[config.mk]
export PLATFORM = sky130hd
export DESIGN_NAME = fcp_top
export DESIGN_NICKNAME = d
export VERILOG_FILES = /design/src/rtl/fcp_pkg.sv /design/src/rtl/fcp_prot_check.sv /design/src/rtl/fcp_nv_loader.sv /design/src/rtl/fcp_top.sv
export SDC_FILE = /design/constraint.sdc
export NUM_CORES = 1
export LEC_CHECK = 0
export CAP_MARGIN = 20
export CORE_ASPECT_RATIO = 0.7
export CORE_MARGIN = 5
export CORE_UTILIZATION = 40
export DETAILED_ROUTE_END_ITERATION = 12
export DONT_BUFFER_PORTS = 1
export GPL_ROUTABILITY_DRIVEN = 0
export PLACE_DENSITY = 0.51
export SLEW_MARGIN = 30
export SYNTH_ARGS = -nofsm -noshare
export SYNTH_HDL_FRONTEND = slang
export SYNTH_HIERARCHICAL = 1
export SYNTH_SLANG_ARGS = --single-unit
[constraint.sdc]
create_clock -name clk_in -period 5.2 [get_ports clk_in]
set_clock_uncertainty 0.05 [all_clocks]
set_input_delay 0.52 -clock clk_in [delete_from_list [all_inputs] [get_ports clk_in]]
set_output_delay 0.52 -clock clk_in [all_outputs]
set_load 0.02 [all_outputs]
[src/rtl/fcp_pkg.sv]
// Constants and carrier types for the flash configuration and protection block
`default_nettype none

package fcp_pkg;

  // ----------------------------------------------------------------
  // Register map
  // ----------------------------------------------------------------
  localparam int unsigned     REG_ADDR_W           = 4;
  localparam logic [3:0]      FLASH_CONFIG_OFS     = 4'h3;
  localparam logic [3:0]      FLASH_PROTECTION_OFS = 4'h4;

  // ----------------------------------------------------------------
  // Field positions
  // ----------------------------------------------------------------
  localparam int unsigned     CFG_CBE_IRQ_EN_BIT   = 7;
  localparam int unsigned     CFG_CC_IRQ_EN_BIT    = 6;
  localparam int unsigned     CFG_KEY_ACCESS_BIT   = 5;
  localparam int unsigned     CFG_DF_IRQ_EN_BIT    = 3;
  localparam int unsigned     PROT_FUNCTION_BIT    = 7;
  localparam int unsigned     PROT_RNV_BIT         = 6;
  localparam int unsigned     PROT_HIGH_DIS_BIT    = 5;
  localparam int unsigned     PROT_HIGH_SIZE_LSB   = 3;
  localparam int unsigned     PROT_LOW_DIS_BIT     = 2;
  localparam int unsigned     PROT_LOW_SIZE_LSB    = 0;

  // ----------------------------------------------------------------
  // Values
  // ----------------------------------------------------------------
  // Whole block protected: function bit clear, all others set
  localparam logic [7:0]      PROT_FULL            = 8'h7f;
  localparam logic [15:0]     NV_PROT_ADDR         = 16'hff0d;
  localparam logic [1:0]      BACKDOOR_KEY_ENABLE_ENABLED        = 2'h2;
  localparam logic [15:0]     LOW_RANGE_BASE       = 16'h4000;
  localparam logic [15:0]     HIGH_RANGE_MIN_SIZE  = 16'h0800;
  localparam logic [15:0]     LOW_RANGE_MIN_SIZE   = 16'h0400;
  // Allowed target scenarios per source scenario, bit j = target j
  localparam logic [7:0][7:0] SCEN_ALLOWED = {8'hff, 8'h5a, 8'h3c, 8'h18,
                                             8'h08, 8'h0c, 8'h0a, 8'h0f};

  // ----------------------------------------------------------------
  // Carrier types
  // ----------------------------------------------------------------
  typedef struct packed {
    logic [REG_ADDR_W-1:0] addr;
    logic [7:0]            wdata;
    logic                  wr;
    logic                  rd;
  } fcp_reg_req_t;

  typedef struct packed {
    logic        cbe_irq_en;
    logic        cc_irq_en;
    logic        key_access;
    logic        df_irq_en;
  } fcp_cfg_t;

  typedef struct packed {
    logic        cmd_buffer_empty_flag;
    logic        cmd_complete_flag;
    logic        double_fault_flag;
  } fcp_flags_t;

  typedef struct packed {
    logic        req;
    logic        mass;
    logic [15:0] addr;
  } fcp_op_req_t;

  typedef struct packed {
    logic        valid;
    logic        double_fault;
    logic [7:0]  data;
  } fcp_nv_resp_t;

endpackage

`default_nettype wire

[src/rtl/fcp_prot_check.sv]
// Address protection decode from the protection register
`default_nettype none

module fcp_prot_check (
  // Protection setting
  input  wire logic [7:0]  prot_in,
  // Address under test
  input  wire logic [15:0] addr_in,
  // Results
  output logic             addr_protected_out,
  output logic             any_protected_out
);
  logic        pf;
  logic        hdis;
  logic        ldis;
  logic [15:0] hsize;
  logic [15:0] lsize;
  logic        in_high;
  logic        in_low;
  logic        in_range;

  always_comb begin
    pf    = prot_in[fcp_pkg::PROT_FUNCTION_BIT];
    hdis  = prot_in[fcp_pkg::PROT_HIGH_DIS_BIT];
    ldis  = prot_in[fcp_pkg::PROT_LOW_DIS_BIT];
    hsize = fcp_pkg::HIGH_RANGE_MIN_SIZE << prot_in[fcp_pkg::PROT_HIGH_SIZE_LSB +: 2];
    lsize = fcp_pkg::LOW_RANGE_MIN_SIZE << prot_in[fcp_pkg::PROT_LOW_SIZE_LSB +: 2];
    // Wraps at 64K so the high range ends at the top address
    in_high  = addr_in >= (16'h0000 - hsize);
    in_low   = (addr_in - fcp_pkg::LOW_RANGE_BASE) < lsize;
    in_range = (!hdis && in_high) || (!ldis && in_low);
    addr_protected_out = pf ? in_range : !in_range;
    any_protected_out  = !(pf && hdis && ldis);
  end
endmodule

`default_nettype wire

[src/rtl/fcp_nv_loader.sv]
// Reset-time fetch of the protection byte from nonvolatile configuration
`default_nettype none

module fcp_nv_loader (
  // Clock and reset
  input  wire logic                 clk_in,
  input  wire logic                 rst_in,
  // Nonvolatile read port
  output logic                      nv_rd_req_out,
  output logic [15:0]               nv_addr_out,
  input  wire fcp_pkg::fcp_nv_resp_t nv_resp_in,
  // Result
  output logic                      load_valid_out,
  output logic [7:0]                load_data_out
);
  typedef enum logic [1:0] {LD_REQ, LD_WAIT, LD_DONE} fcp_ld_state_t;

  typedef struct packed {
    fcp_ld_state_t state;
    logic          req;
    logic          valid;
    logic [7:0]    data;
  } fcp_ld_t;

  fcp_ld_t st_reg;
  fcp_ld_t st_next;

  always_comb begin
    st_next       = st_reg;
    st_next.req   = 1'b0;
    st_next.valid = 1'b0;
    unique case (st_reg.state)
      LD_REQ: begin
        st_next.req   = 1'b1;
        st_next.state = LD_WAIT;
      end
      LD_WAIT: begin
        if (nv_resp_in.valid) begin
          // Unreadable byte falls back to the safest setting
          st_next.data  = nv_resp_in.double_fault ? fcp_pkg::PROT_FULL : nv_resp_in.data;
          st_next.valid = 1'b1;
          st_next.state = LD_DONE;
        end
      end
      LD_DONE: begin
      end
    endcase
  end

  always_ff @(posedge clk_in) begin
    if (rst_in) begin
      st_reg <= '{state: LD_REQ, req: 1'b0, valid: 1'b0, data: fcp_pkg::PROT_FULL};
    end else begin
      st_reg <= st_next;
    end
  end

  assign nv_rd_req_out  = st_reg.req;
  assign nv_addr_out    = fcp_pkg::NV_PROT_ADDR;
  assign load_valid_out = st_reg.valid;
  assign load_data_out  = st_reg.data;
endmodule

`default_nettype wire

[src/rtl/fcp_top.sv]
// Flash configuration and protection registers with access gating
//
// Function
// - Buffer-empty enable passes buffer-empty flag to interrupt
// - Complete enable passes command-complete flag to interrupt
// - Double-fault enable passes double-fault flag to interrupt
// - Key access: array writes are keys, reads invalid
// - No key access: array write starts command
// - Key access writable only with backdoor enabled
// - Config: four bits read/write, rest read zero
// - Protection loaded from nonvolatile byte at reset
// - Double fault at load: full block protected
// - Protected program/erase refused, violation flag set
// - Mass erase refused if anything protected
// - Reserved nonvolatile protection bit is read-only
// - High size writable only while high disabled
// - Low size writable only while low disabled
// - Function bit set: enabled ranges are protected
// - Function bit clear: enabled ranges unprotected, rest protected
// - Clear function, both disabled: all protected
// - Disable bit removes range at its end
// - High size 2/4/8/16 KB ending at top
// - Low size 1/2/4/8 KB from 0x4000
// - Write to disallowed scenario is ignored
//
// The strobed register port was chosen for this implementation.
`default_nettype none

module fcp_top #(
  parameter int unsigned ADDR_W = 16
) (
  // Clock and reset
  input  wire logic                  clk_in,
  input  wire logic                  rst_in,
  // Register port
  input  wire fcp_pkg::fcp_reg_req_t reg_req_in,
  output logic [7:0]                 reg_rdata_out,
  // Status flags and security field
  input  wire fcp_pkg::fcp_flags_t   flags_in,
  input  wire logic [1:0]            backdoor_key_enable_in,
  // Flash array access
  input  wire logic                  array_wr_in,
  output logic                       key_write_out,
  output logic                       cmd_start_out,
  output logic                       array_rd_invalid_out,
  // Program and erase requests
  input  wire fcp_pkg::fcp_op_req_t  op_req_in,
  output logic                       op_accept_out,
  output logic                       protection_violation_flag_out,
  // Nonvolatile read port
  output logic                       nv_rd_req_out,
  output logic [15:0]                nv_addr_out,
  input  wire fcp_pkg::fcp_nv_resp_t nv_resp_in,
  // Status
  output logic                       load_done_out,
  output logic                       flash_irq_out
);

  // ----------------------------------------------------------------
  // Parameter check
  // ----------------------------------------------------------------
  if (ADDR_W != 16) begin : g_bad_addr_w
    $error("fcp_top supports only a 16-bit unpaged address");
  end

  // ----------------------------------------------------------------
  // State
  // ----------------------------------------------------------------
  typedef struct packed {
    fcp_pkg::fcp_cfg_t cfg;
    logic [7:0]        prot;
    logic              loaded;
    logic [7:0]        rdata;
    logic              irq;
    logic              key_wr;
    logic              cmd_start;
    logic              accept;
    logic              viol;
  } fcp_top_state_t;

  fcp_top_state_t st_reg;
  fcp_top_state_t st_next;

  logic       load_valid;
  logic [7:0] load_data;
  logic       addr_protected;
  logic       any_protected;
  logic [7:0] prot_cand;
  logic [2:0] scen_cur;
  logic [2:0] scen_new;
  logic       scen_ok;
  logic [7:0] cfg_rd;

  // ----------------------------------------------------------------
  // Submodules
  // ----------------------------------------------------------------
  fcp_nv_loader u_loader (
    .clk_in         (clk_in),
    .rst_in         (rst_in),
    .nv_rd_req_out  (nv_rd_req_out),
    .nv_addr_out    (nv_addr_out),
    .nv_resp_in     (nv_resp_in),
    .load_valid_out (load_valid),
    .load_data_out  (load_data)
  );

  fcp_prot_check u_check (
    .prot_in            (st_reg.prot),
    .addr_in            (op_req_in.addr),
    .addr_protected_out (addr_protected),
    .any_protected_out  (any_protected)
  );

  // ----------------------------------------------------------------
  // Write candidates
  // ----------------------------------------------------------------
  always_comb begin
    prot_cand = st_reg.prot;
    prot_cand[fcp_pkg::PROT_FUNCTION_BIT] = reg_req_in.wdata[fcp_pkg::PROT_FUNCTION_BIT];
    prot_cand[fcp_pkg::PROT_HIGH_DIS_BIT] = reg_req_in.wdata[fcp_pkg::PROT_HIGH_DIS_BIT];
    prot_cand[fcp_pkg::PROT_LOW_DIS_BIT]  = reg_req_in.wdata[fcp_pkg::PROT_LOW_DIS_BIT];
    if (st_reg.prot[fcp_pkg::PROT_HIGH_DIS_BIT]) begin
      prot_cand[fcp_pkg::PROT_HIGH_SIZE_LSB +: 2] = reg_req_in.wdata[fcp_pkg::PROT_HIGH_SIZE_LSB +: 2];
    end
    if (st_reg.prot[fcp_pkg::PROT_LOW_DIS_BIT]) begin
      prot_cand[fcp_pkg::PROT_LOW_SIZE_LSB +: 2] = reg_req_in.wdata[fcp_pkg::PROT_LOW_SIZE_LSB +: 2];
    end
    scen_cur = {st_reg.prot[fcp_pkg::PROT_FUNCTION_BIT], st_reg.prot[fcp_pkg::PROT_HIGH_DIS_BIT],
                st_reg.prot[fcp_pkg::PROT_LOW_DIS_BIT]};
    scen_new = {prot_cand[fcp_pkg::PROT_FUNCTION_BIT], prot_cand[fcp_pkg::PROT_HIGH_DIS_BIT],
                prot_cand[fcp_pkg::PROT_LOW_DIS_BIT]};
    scen_ok  = fcp_pkg::SCEN_ALLOWED[scen_cur][scen_new];
    cfg_rd   = '0;
    cfg_rd[fcp_pkg::CFG_CBE_IRQ_EN_BIT] = st_reg.cfg.cbe_irq_en;
    cfg_rd[fcp_pkg::CFG_CC_IRQ_EN_BIT]  = st_reg.cfg.cc_irq_en;
    cfg_rd[fcp_pkg::CFG_KEY_ACCESS_BIT] = st_reg.cfg.key_access;
    cfg_rd[fcp_pkg::CFG_DF_IRQ_EN_BIT]  = st_reg.cfg.df_irq_en;
  end

  // ----------------------------------------------------------------
  // Next state
  // ----------------------------------------------------------------
  always_comb begin
    st_next           = st_reg;
    st_next.rdata     = '0;
    st_next.key_wr    = 1'b0;
    st_next.cmd_start = 1'b0;
    st_next.accept    = 1'b0;
    st_next.viol      = 1'b0;

    // Register reads, unmapped offsets read zero
    if (reg_req_in.rd) begin
      if (reg_req_in.addr == fcp_pkg::FLASH_CONFIG_OFS) begin
        st_next.rdata = cfg_rd;
      end else if (reg_req_in.addr == fcp_pkg::FLASH_PROTECTION_OFS) begin
        st_next.rdata = st_reg.prot;
      end
    end

    // Configuration writes
    if (reg_req_in.wr && reg_req_in.addr == fcp_pkg::FLASH_CONFIG_OFS) begin
      st_next.cfg.cbe_irq_en = reg_req_in.wdata[fcp_pkg::CFG_CBE_IRQ_EN_BIT];
      st_next.cfg.cc_irq_en  = reg_req_in.wdata[fcp_pkg::CFG_CC_IRQ_EN_BIT];
      st_next.cfg.df_irq_en  = reg_req_in.wdata[fcp_pkg::CFG_DF_IRQ_EN_BIT];
      if (backdoor_key_enable_in == fcp_pkg::BACKDOOR_KEY_ENABLE_ENABLED) begin
        st_next.cfg.key_access = reg_req_in.wdata[fcp_pkg::CFG_KEY_ACCESS_BIT];
      end
    end

    // Protection writes; ignored until the reset load has landed
    if (reg_req_in.wr && reg_req_in.addr == fcp_pkg::FLASH_PROTECTION_OFS && st_reg.loaded && scen_ok) begin
      st_next.prot = prot_cand;
    end
    if (load_valid) begin
      st_next.prot   = load_data;
      st_next.loaded = 1'b1;
    end

    // Interrupt request
    st_next.irq = (st_reg.cfg.cbe_irq_en && flags_in.cmd_buffer_empty_flag) ||
                  (st_reg.cfg.cc_irq_en && flags_in.cmd_complete_flag) ||
                  (st_reg.cfg.df_irq_en && flags_in.double_fault_flag);

    // Array writes
    if (array_wr_in) begin
      st_next.key_wr    = st_reg.cfg.key_access;
      st_next.cmd_start = !st_reg.cfg.key_access;
    end

    // Program and erase requests
    if (op_req_in.req) begin
      if (op_req_in.mass ? any_protected : addr_protected) begin
        st_next.viol = 1'b1;
      end else begin
        st_next.accept = 1'b1;
      end
    end
  end

  always_ff @(posedge clk_in) begin
    if (rst_in) begin
      // Until the load lands the block counts as fully protected
      st_reg <= '{cfg: '0, prot: fcp_pkg::PROT_FULL, loaded: 1'b0, rdata: '0, irq: 1'b0,
                  key_wr: 1'b0, cmd_start: 1'b0, accept: 1'b0, viol: 1'b0};
    end else begin
      st_reg <= st_next;
    end
  end

  // ----------------------------------------------------------------
  // Outputs
  // ----------------------------------------------------------------
  assign reg_rdata_out                 = st_reg.rdata;
  assign key_write_out                 = st_reg.key_wr;
  assign cmd_start_out                 = st_reg.cmd_start;
  assign array_rd_invalid_out          = st_reg.cfg.key_access;
  assign op_accept_out                 = st_reg.accept;
  assign protection_violation_flag_out = st_reg.viol;
  assign load_done_out                 = st_reg.loaded;
  assign flash_irq_out                 = st_reg.irq;
endmodule

`default_nettype wire

=== After elaboration in Yosys (flattened, before gate mapping) ===
Memories as Yosys holds them, arrays and structs flattened. A register that Yosys moved wholly into a read port is not among the register bits.
Cells that the tools add are included.

* Bits in writable memories: 0
* Output and inout port bits: 32
* Latch bits: 0
* Memory bits (read-only): 64
* Memories: 1
* Register bits: 38

{| class="wikitable"
|+ Memory list
! name !! depth !! bits a word !! read ports !! clocked after memory_dff !! write ports !! line !! text
|-
| (name not given) || 8 || 8 || 1 || 1 || 0 || fcp_top.sv:132 || <nowiki>scen_ok = fcp_pkg::SCEN_ALLOWED[scen_cur][scen_new];</nowiki>
|}

* Equality and inequality tests: 5
* Add/subtract/negate cells: 2
* $lt $le $gt $ge: 4
* $mul: 0
* Bitwise operators: 5
* Mux-type cells: 20
* Divide/modulo/power cells: 0
* Reductions and logical operators: 34
* Shifts and indexed selects: 2

{| class="wikitable"
|+ Operators with widths
! operator !! number
|-
| $mux W8 || 5
|-
| $mux W9 || 2
|-
| $ge A16 B16 Y1 || 1
|-
| $lt A16 B16 Y1 || 1
|-
| $shl A11 B2 Y16 const A || 1
|-
| $shl A12 B2 Y16 const A || 1
|-
| $sub A1 B16 Y16 const A || 1
|-
| $sub A16 B15 Y16 const B || 1
|-
| $logic_and A1 B1 Y1 || 11
|-
| $reduce_and A2 Y1 || 5
|-
| $lt A3 B4 Y1 const B || 2
|-
| $reduce_bool A2 Y1 || 4
|-
| $reduce_or A2 Y1 || 4
|-
| $mux W1 || 6
|-
| $mux W2 || 3
|-
| $mux W3 || 2
|-
| $logic_not A1 Y1 || 5
|-
| $not A1 Y1 || 5
|-
| $eq A4 B2 Y1 const B || 1
|-
| $eq A4 B3 Y1 const B || 1
|-
| $pmux W2 S2 || 1
|-
| $reduce_or A4 Y1 || 1
|-
| $bmux W1 S3 || 1
|-
| $logic_or A1 B1 Y1 || 3
|-
| 4 further kinds || 4
|}

=== Logic depth before layout (Yosys ltp) ===
* Depth after elaboration: 9
* Mapped depth: 11

=== Cells and area by module ===
Netlist, hierarchy kept.

{| class="wikitable"
|+ Modules (own cells, without submodules)
! module !! cells each !! instances !! sequential area each (um2) !! area an instance (um2)
|-
| fcp_top || 150 || 1 || 660.6 || 1440.1
|-
| fcp_nv_loader || 73 || 1 || 240.2 || 659.4
|-
| fcp_prot_check || 30 || 1 || 0.0 || 235.2
|}

=== Worst setup path after synthesis ===
Ideal clock, no wire load.

* Path kind: register to register
* Start: register st_reg[18] (netlist name)
* End: register st_reg (netlist bit op_accept_out)
* Arrival time: 1.951 ns
* Slack: 3.083 ns
* Data required time: 5.034 ns
* Cell stages (with the launch flop): 12
* Cell sequence: dfxtp_1 > or2_2 > ha_1 > inv_1 > ha_1 > o211ai_1 > nand2_1 > a31oi_1 > o22ai_1 > xnor2_1 > mux2i_1 > and3b_1

* Word-level cells in the longest chain between the ends: 9

{| class="wikitable"
|+ RTL lines
! element !! line !! text
|-
| start, declared || fcp_top.sv:81 || <nowiki>fcp_top_state_t st_reg;</nowiki>
|-
| start signal, assigned || fcp_top.sv:203 || <nowiki>st_reg <= '{cfg: '0, prot: fcp_pkg::PROT_FULL, loaded: 1'b0, rdata: '0, irq: 1'b0,</nowiki>
|-
| start signal, assigned || fcp_top.sv:206 || <nowiki>st_reg <= st_next;</nowiki>
|-
| $shl A12 B2 Y16 (*) || fcp_prot_check.sv:26 || <nowiki>hsize = fcp_pkg::HIGH_RANGE_MIN_SIZE << prot_in[fcp_pkg::PROT_HIGH_SIZE_LSB +: 2];</nowiki>
|-
| $sub A1 B16 Y16 (*) || fcp_prot_check.sv:29 || <nowiki>in_high = addr_in >= (16'h0000 - hsize);</nowiki>
|-
| $ge A16 B16 Y1 (*) || fcp_prot_check.sv:29 ||
|-
| $logic_and A1 B1 Y1 (*) || fcp_prot_check.sv:31 || <nowiki>in_range = (!hdis && in_high) || (!ldis && in_low);</nowiki>
|-
| $logic_or A1 B1 Y1 (*) || fcp_prot_check.sv:31 ||
|-
| $logic_not A1 Y1 || fcp_prot_check.sv:32 || <nowiki>addr_protected_out = pf ? in_range : !in_range;</nowiki>
|-
| $mux W1 (*) || fcp_prot_check.sv:32 ||
|-
| named net addr_protected || fcp_top.sv:86 || <nowiki>logic addr_protected;</nowiki>
|-
| $mux W1 (*) (2 in a row) || fcp_top.sv:192 || <nowiki>if (op_req_in.mass ? any_protected : addr_protected) begin</nowiki>
|}

The timed path passes the listed nets; every way through them passes the cells marked *.
A chain may end at the register's enable or synchronous reset.

=== Worst setup path in the final report ===
Same ends and word-level chain as after synthesis.

==> metrics.log <==
INFO  metric number_of_synthesized_flops_with_an_enable_pin = 0
INFO  metric detailed_place_hpwl = 3.41 mm
INFO  metric synth.yosys.warnings = 6
INFO  metric post-synth-top-area-fraction = 0.386
INFO  metric cp-end-kind = flop
INFO  metric crit_chain = or2_2 > ha_1 > inv_1 > ha_1 > o211ai_1 > nand2_1 > a31oi_1 > o22ai_1 > xnor2_1 > mux2i_1 > and3b_1
INFO  metric leakage_power = 0.876 nW
INFO  metric ys_seq_area_frac = 0.386
INFO  metric status = completed
INFO  metric grt_util_all_layers = 0.124
INFO  metric global_route_wire_length_before_repair = 7.22 mm
INFO  metric clock_sinks = 45
INFO  metric clkLatencyLatePin = 290 ps
INFO  metric pre_cts_slack = 2900 ps
INFO  metric hold_ws = 245 ps
INFO  metric drt_pre_antenna_iters = 4
INFO  metric die_y = 73.9 um
INFO  metric grt_max_degree = 44
INFO  metric crit_arrival = 2400 ps
INFO  metric ios = 82
INFO  metric worst_ep_required_time = 5330 ps
INFO  metric yosysUniqueCellTypes = 48
INFO  metric setup_violations = 0
INFO  metric routed_wire_length_per_instance = 14.3 um
INFO  metric fp.dieArea = 0.00749 mm^2
INFO  metric async_reset_ff_frac = 0
INFO  metric cts_tree = yes
INFO  metric postSynthRegisterBits = 45
INFO  metric mappedNetlistArea = 0.00233 mm^2
INFO  metric wl = 4.43 mm
INFO  metric timing.final.crit_share = 0.435
INFO  metric max-cap-violations = 0
INFO  metric most_frequent_standard_cell_in_the_layout_excluding_fill_and_tap_cells = sky130_fd_sc_hd__dfxtp_1
INFO  metric areaGrowthSynthToFinish = -2.68%
INFO  metric dieWidth = 101 um
INFO  metric power_per_cell_area = 272 mW/mm^2
INFO  metric maxSlewViolCount = 0
INFO  metric relSlewSlack = 0.616
INFO  metric synth_top_cell_by_area = sky130_fd_sc_hd__dfxtp_1
INFO  metric total_power = 0.619 mW
INFO  metric cp-start-kind = flop
INFO  metric slowest_cp_cell = sky130_fd_sc_hd__dfxtp_1
INFO  metric std_cell_rows = 23
INFO  metric place.port_buffers = 0
INFO  metric critical_path.max_fanout = 6
INFO  metric cp_slowest_stage_delay = 360 ps
INFO  metric synth_flop_type = sky130_fd_sc_hd__dfxtp_1
INFO  metric cts_resized = 0
INFO  metric finalWorstPathRequiredPeriod = 2260 ps
INFO  metric timing_worst_slew_pin_value = 575 ps
INFO  metric regToRegSetupSlack = 2940 ps
INFO  metric initial_cell_density_of_the_core = 0.410
INFO  metric post-cts-setup-buffer-count = 0
INFO  metric synth_area_per_cell = 9.23 um^2
INFO  metric setup_total_negative_slack = 0 ps
INFO  metric ys_top_cells_by_area = sky130_fd_sc_hd__dfxtp_1 (39%), sky130_fd_sc_hd__buf_4 (11%), sky130_fd_sc_hd__mux2i_1 (7.3%)
INFO  metric layout_cell_share_with_drive_strength_beyond_1 = 0.0940
INFO  metric setup_ws = 2940 ps
INFO  metric num_vias = 1475
INFO  metric multi_input_comb_area = 0.00117 mm^2
INFO  metric report.final.hold_viol_count = 0
INFO  metric cts_inserted_buffers = 5
INFO  metric final_cell_mix = sky130_fd_sc_hd__dfxtp_1 (45), sky130_fd_sc_hd__nor2_1 (23), sky130_fd_sc_hd__mux2i_1 (17)
INFO  metric cts.reportedPaths.clkPinSlew = 90 ps
INFO  metric clock-root-buffer = sky130_fd_sc_hd__clkbuf_8
INFO  metric synth_cells = 253
INFO  metric drt_iter0_markers = 37
INFO  metric cts.htree.levels = 2
INFO  metric dp_cells = 301
INFO  metric post_layout_nonfiller_instances = 309
INFO  metric detail_route.vias_per_cell = 4.77
INFO  metric grt_pass1_vias = 1414
INFO  metric fin_nets = 292
INFO  metric min_delay_worst_type = in2reg
INFO  metric route.antenna.remaining_nets = 0
INFO  metric max-clock-path-buffers = 2
INFO  metric final.fill_count = 578
INFO  metric antenna_found_initial = 0
INFO  metric route.detailed.drc = 0
INFO  metric criticalPathCategory = reg2reg
INFO  metric fmax = 0.442 GHz
INFO  metric rsz0062_at_grt = false
INFO  metric final-seq-area = 901 um^2
INFO  metric insertedDiodeCount = 0
INFO  metric overflow = 0
INFO  metric critical_path.most_common_cell = sky130_fd_sc_hd__ha_1
INFO  metric power.ir.vdd_worst = 0.101 mV
INFO  metric cts-hold-fix-buffers = 0
INFO  metric floorplan.core_area = 0.00570 mm^2
cell type report:
cell class / count / share of cell area
multi-input combinational: 176 / 0.516
sequential: 45 / 0.396
tap: 75 / 0.0413
clock inverter: 3 / 0.00771
inverter: 5 / 0.00826
clock buffer: 5 / 0.0303
path summary, 6_finish.rpt:
| kind | startpoint | to | cells after the start |
|---|---|---|---|
| setup / recovery | st_reg[18] | op_accept_out | 11 |
| hold / removal | rst_in | u_loader/load_valid_out | 1 |
| setup reg to reg | st_reg[18] | op_accept_out | 11 |
| hold reg to reg | u_loader/st_reg[11] | u_loader/nv_rd_req_out | 1 |
where the power goes:
group / switching (mW) / total (mW) / internal (mW)
combinational: 0.0272 / 0.0476 / 0.0204
sequential: 0.0108 / 0.363 / 0.353
clock: 0.115 / 0.208 / 0.0928
total: 0.153 / 0.619 / 0.466
critical path: cells and delay by family, from the launching register on:
kind                       cells  cell delay, ps
and+or+nand+nor                3             570
adders and majority gates      2             530
DFF                            1             360
AOI/OAI and AO/OA              3             360
xor gates and xnor gates       1             150
muxes                          1             100
buffers and inverters          1              40
logic make-up after synthesis:
kind of cell	synth area share
simple gates	0.247
buf+inv	0.135
flops	0.386
compound gates	0.0874
mux	0.0825
fa+ha+maj	0.0482
xor+xnor	0.0113
other cells	0.00322
cell usage after synthesis (4+ instances only):
cell type / count
sky130_fd_sc_hd__dfxtp_1: 45
sky130_fd_sc_hd__nor3_1: 10
sky130_fd_sc_hd__mux2i_1: 17
sky130_fd_sc_hd__nand2b_1: 10
sky130_fd_sc_hd__nor2_1: 23
sky130_fd_sc_hd__buf_4: 33
sky130_fd_sc_hd__a22oi_1: 5
sky130_fd_sc_hd__nand2_1: 11
sky130_fd_sc_hd__nand3_1: 6
sky130_fd_sc_hd__and2_1: 6
sky130_fd_sc_hd__inv_1: 4
sky130_fd_sc_hd__clkbuf_1: 4
sky130_fd_sc_hd__nor3b_1: 6
sky130_fd_sc_hd__ha_1: 9
sky130_fd_sc_hd__a21oi_1: 10
sky130_fd_sc_hd__nor2b_1: 7
per-stage QoR:
stage,utilization,cell area [um^2]
5_1_grt,0.399,2270
4_1_cts,0.399,2270
3_3_place_gp,0.384,2190
3_5_place_dp,0.384,2190
6_report,0.399,2270
2_1_floorplan,-,2390
per-layer routing:
metal	wire (um)	part of all wire	track usage
met1	2250	0.51	0.180
met3	430	0.097	0.0474
met2	1730	0.39	0.172
met4	25	0.0056	0.0265
met5	0	0	0
Power figures use the tool's default switching activity.
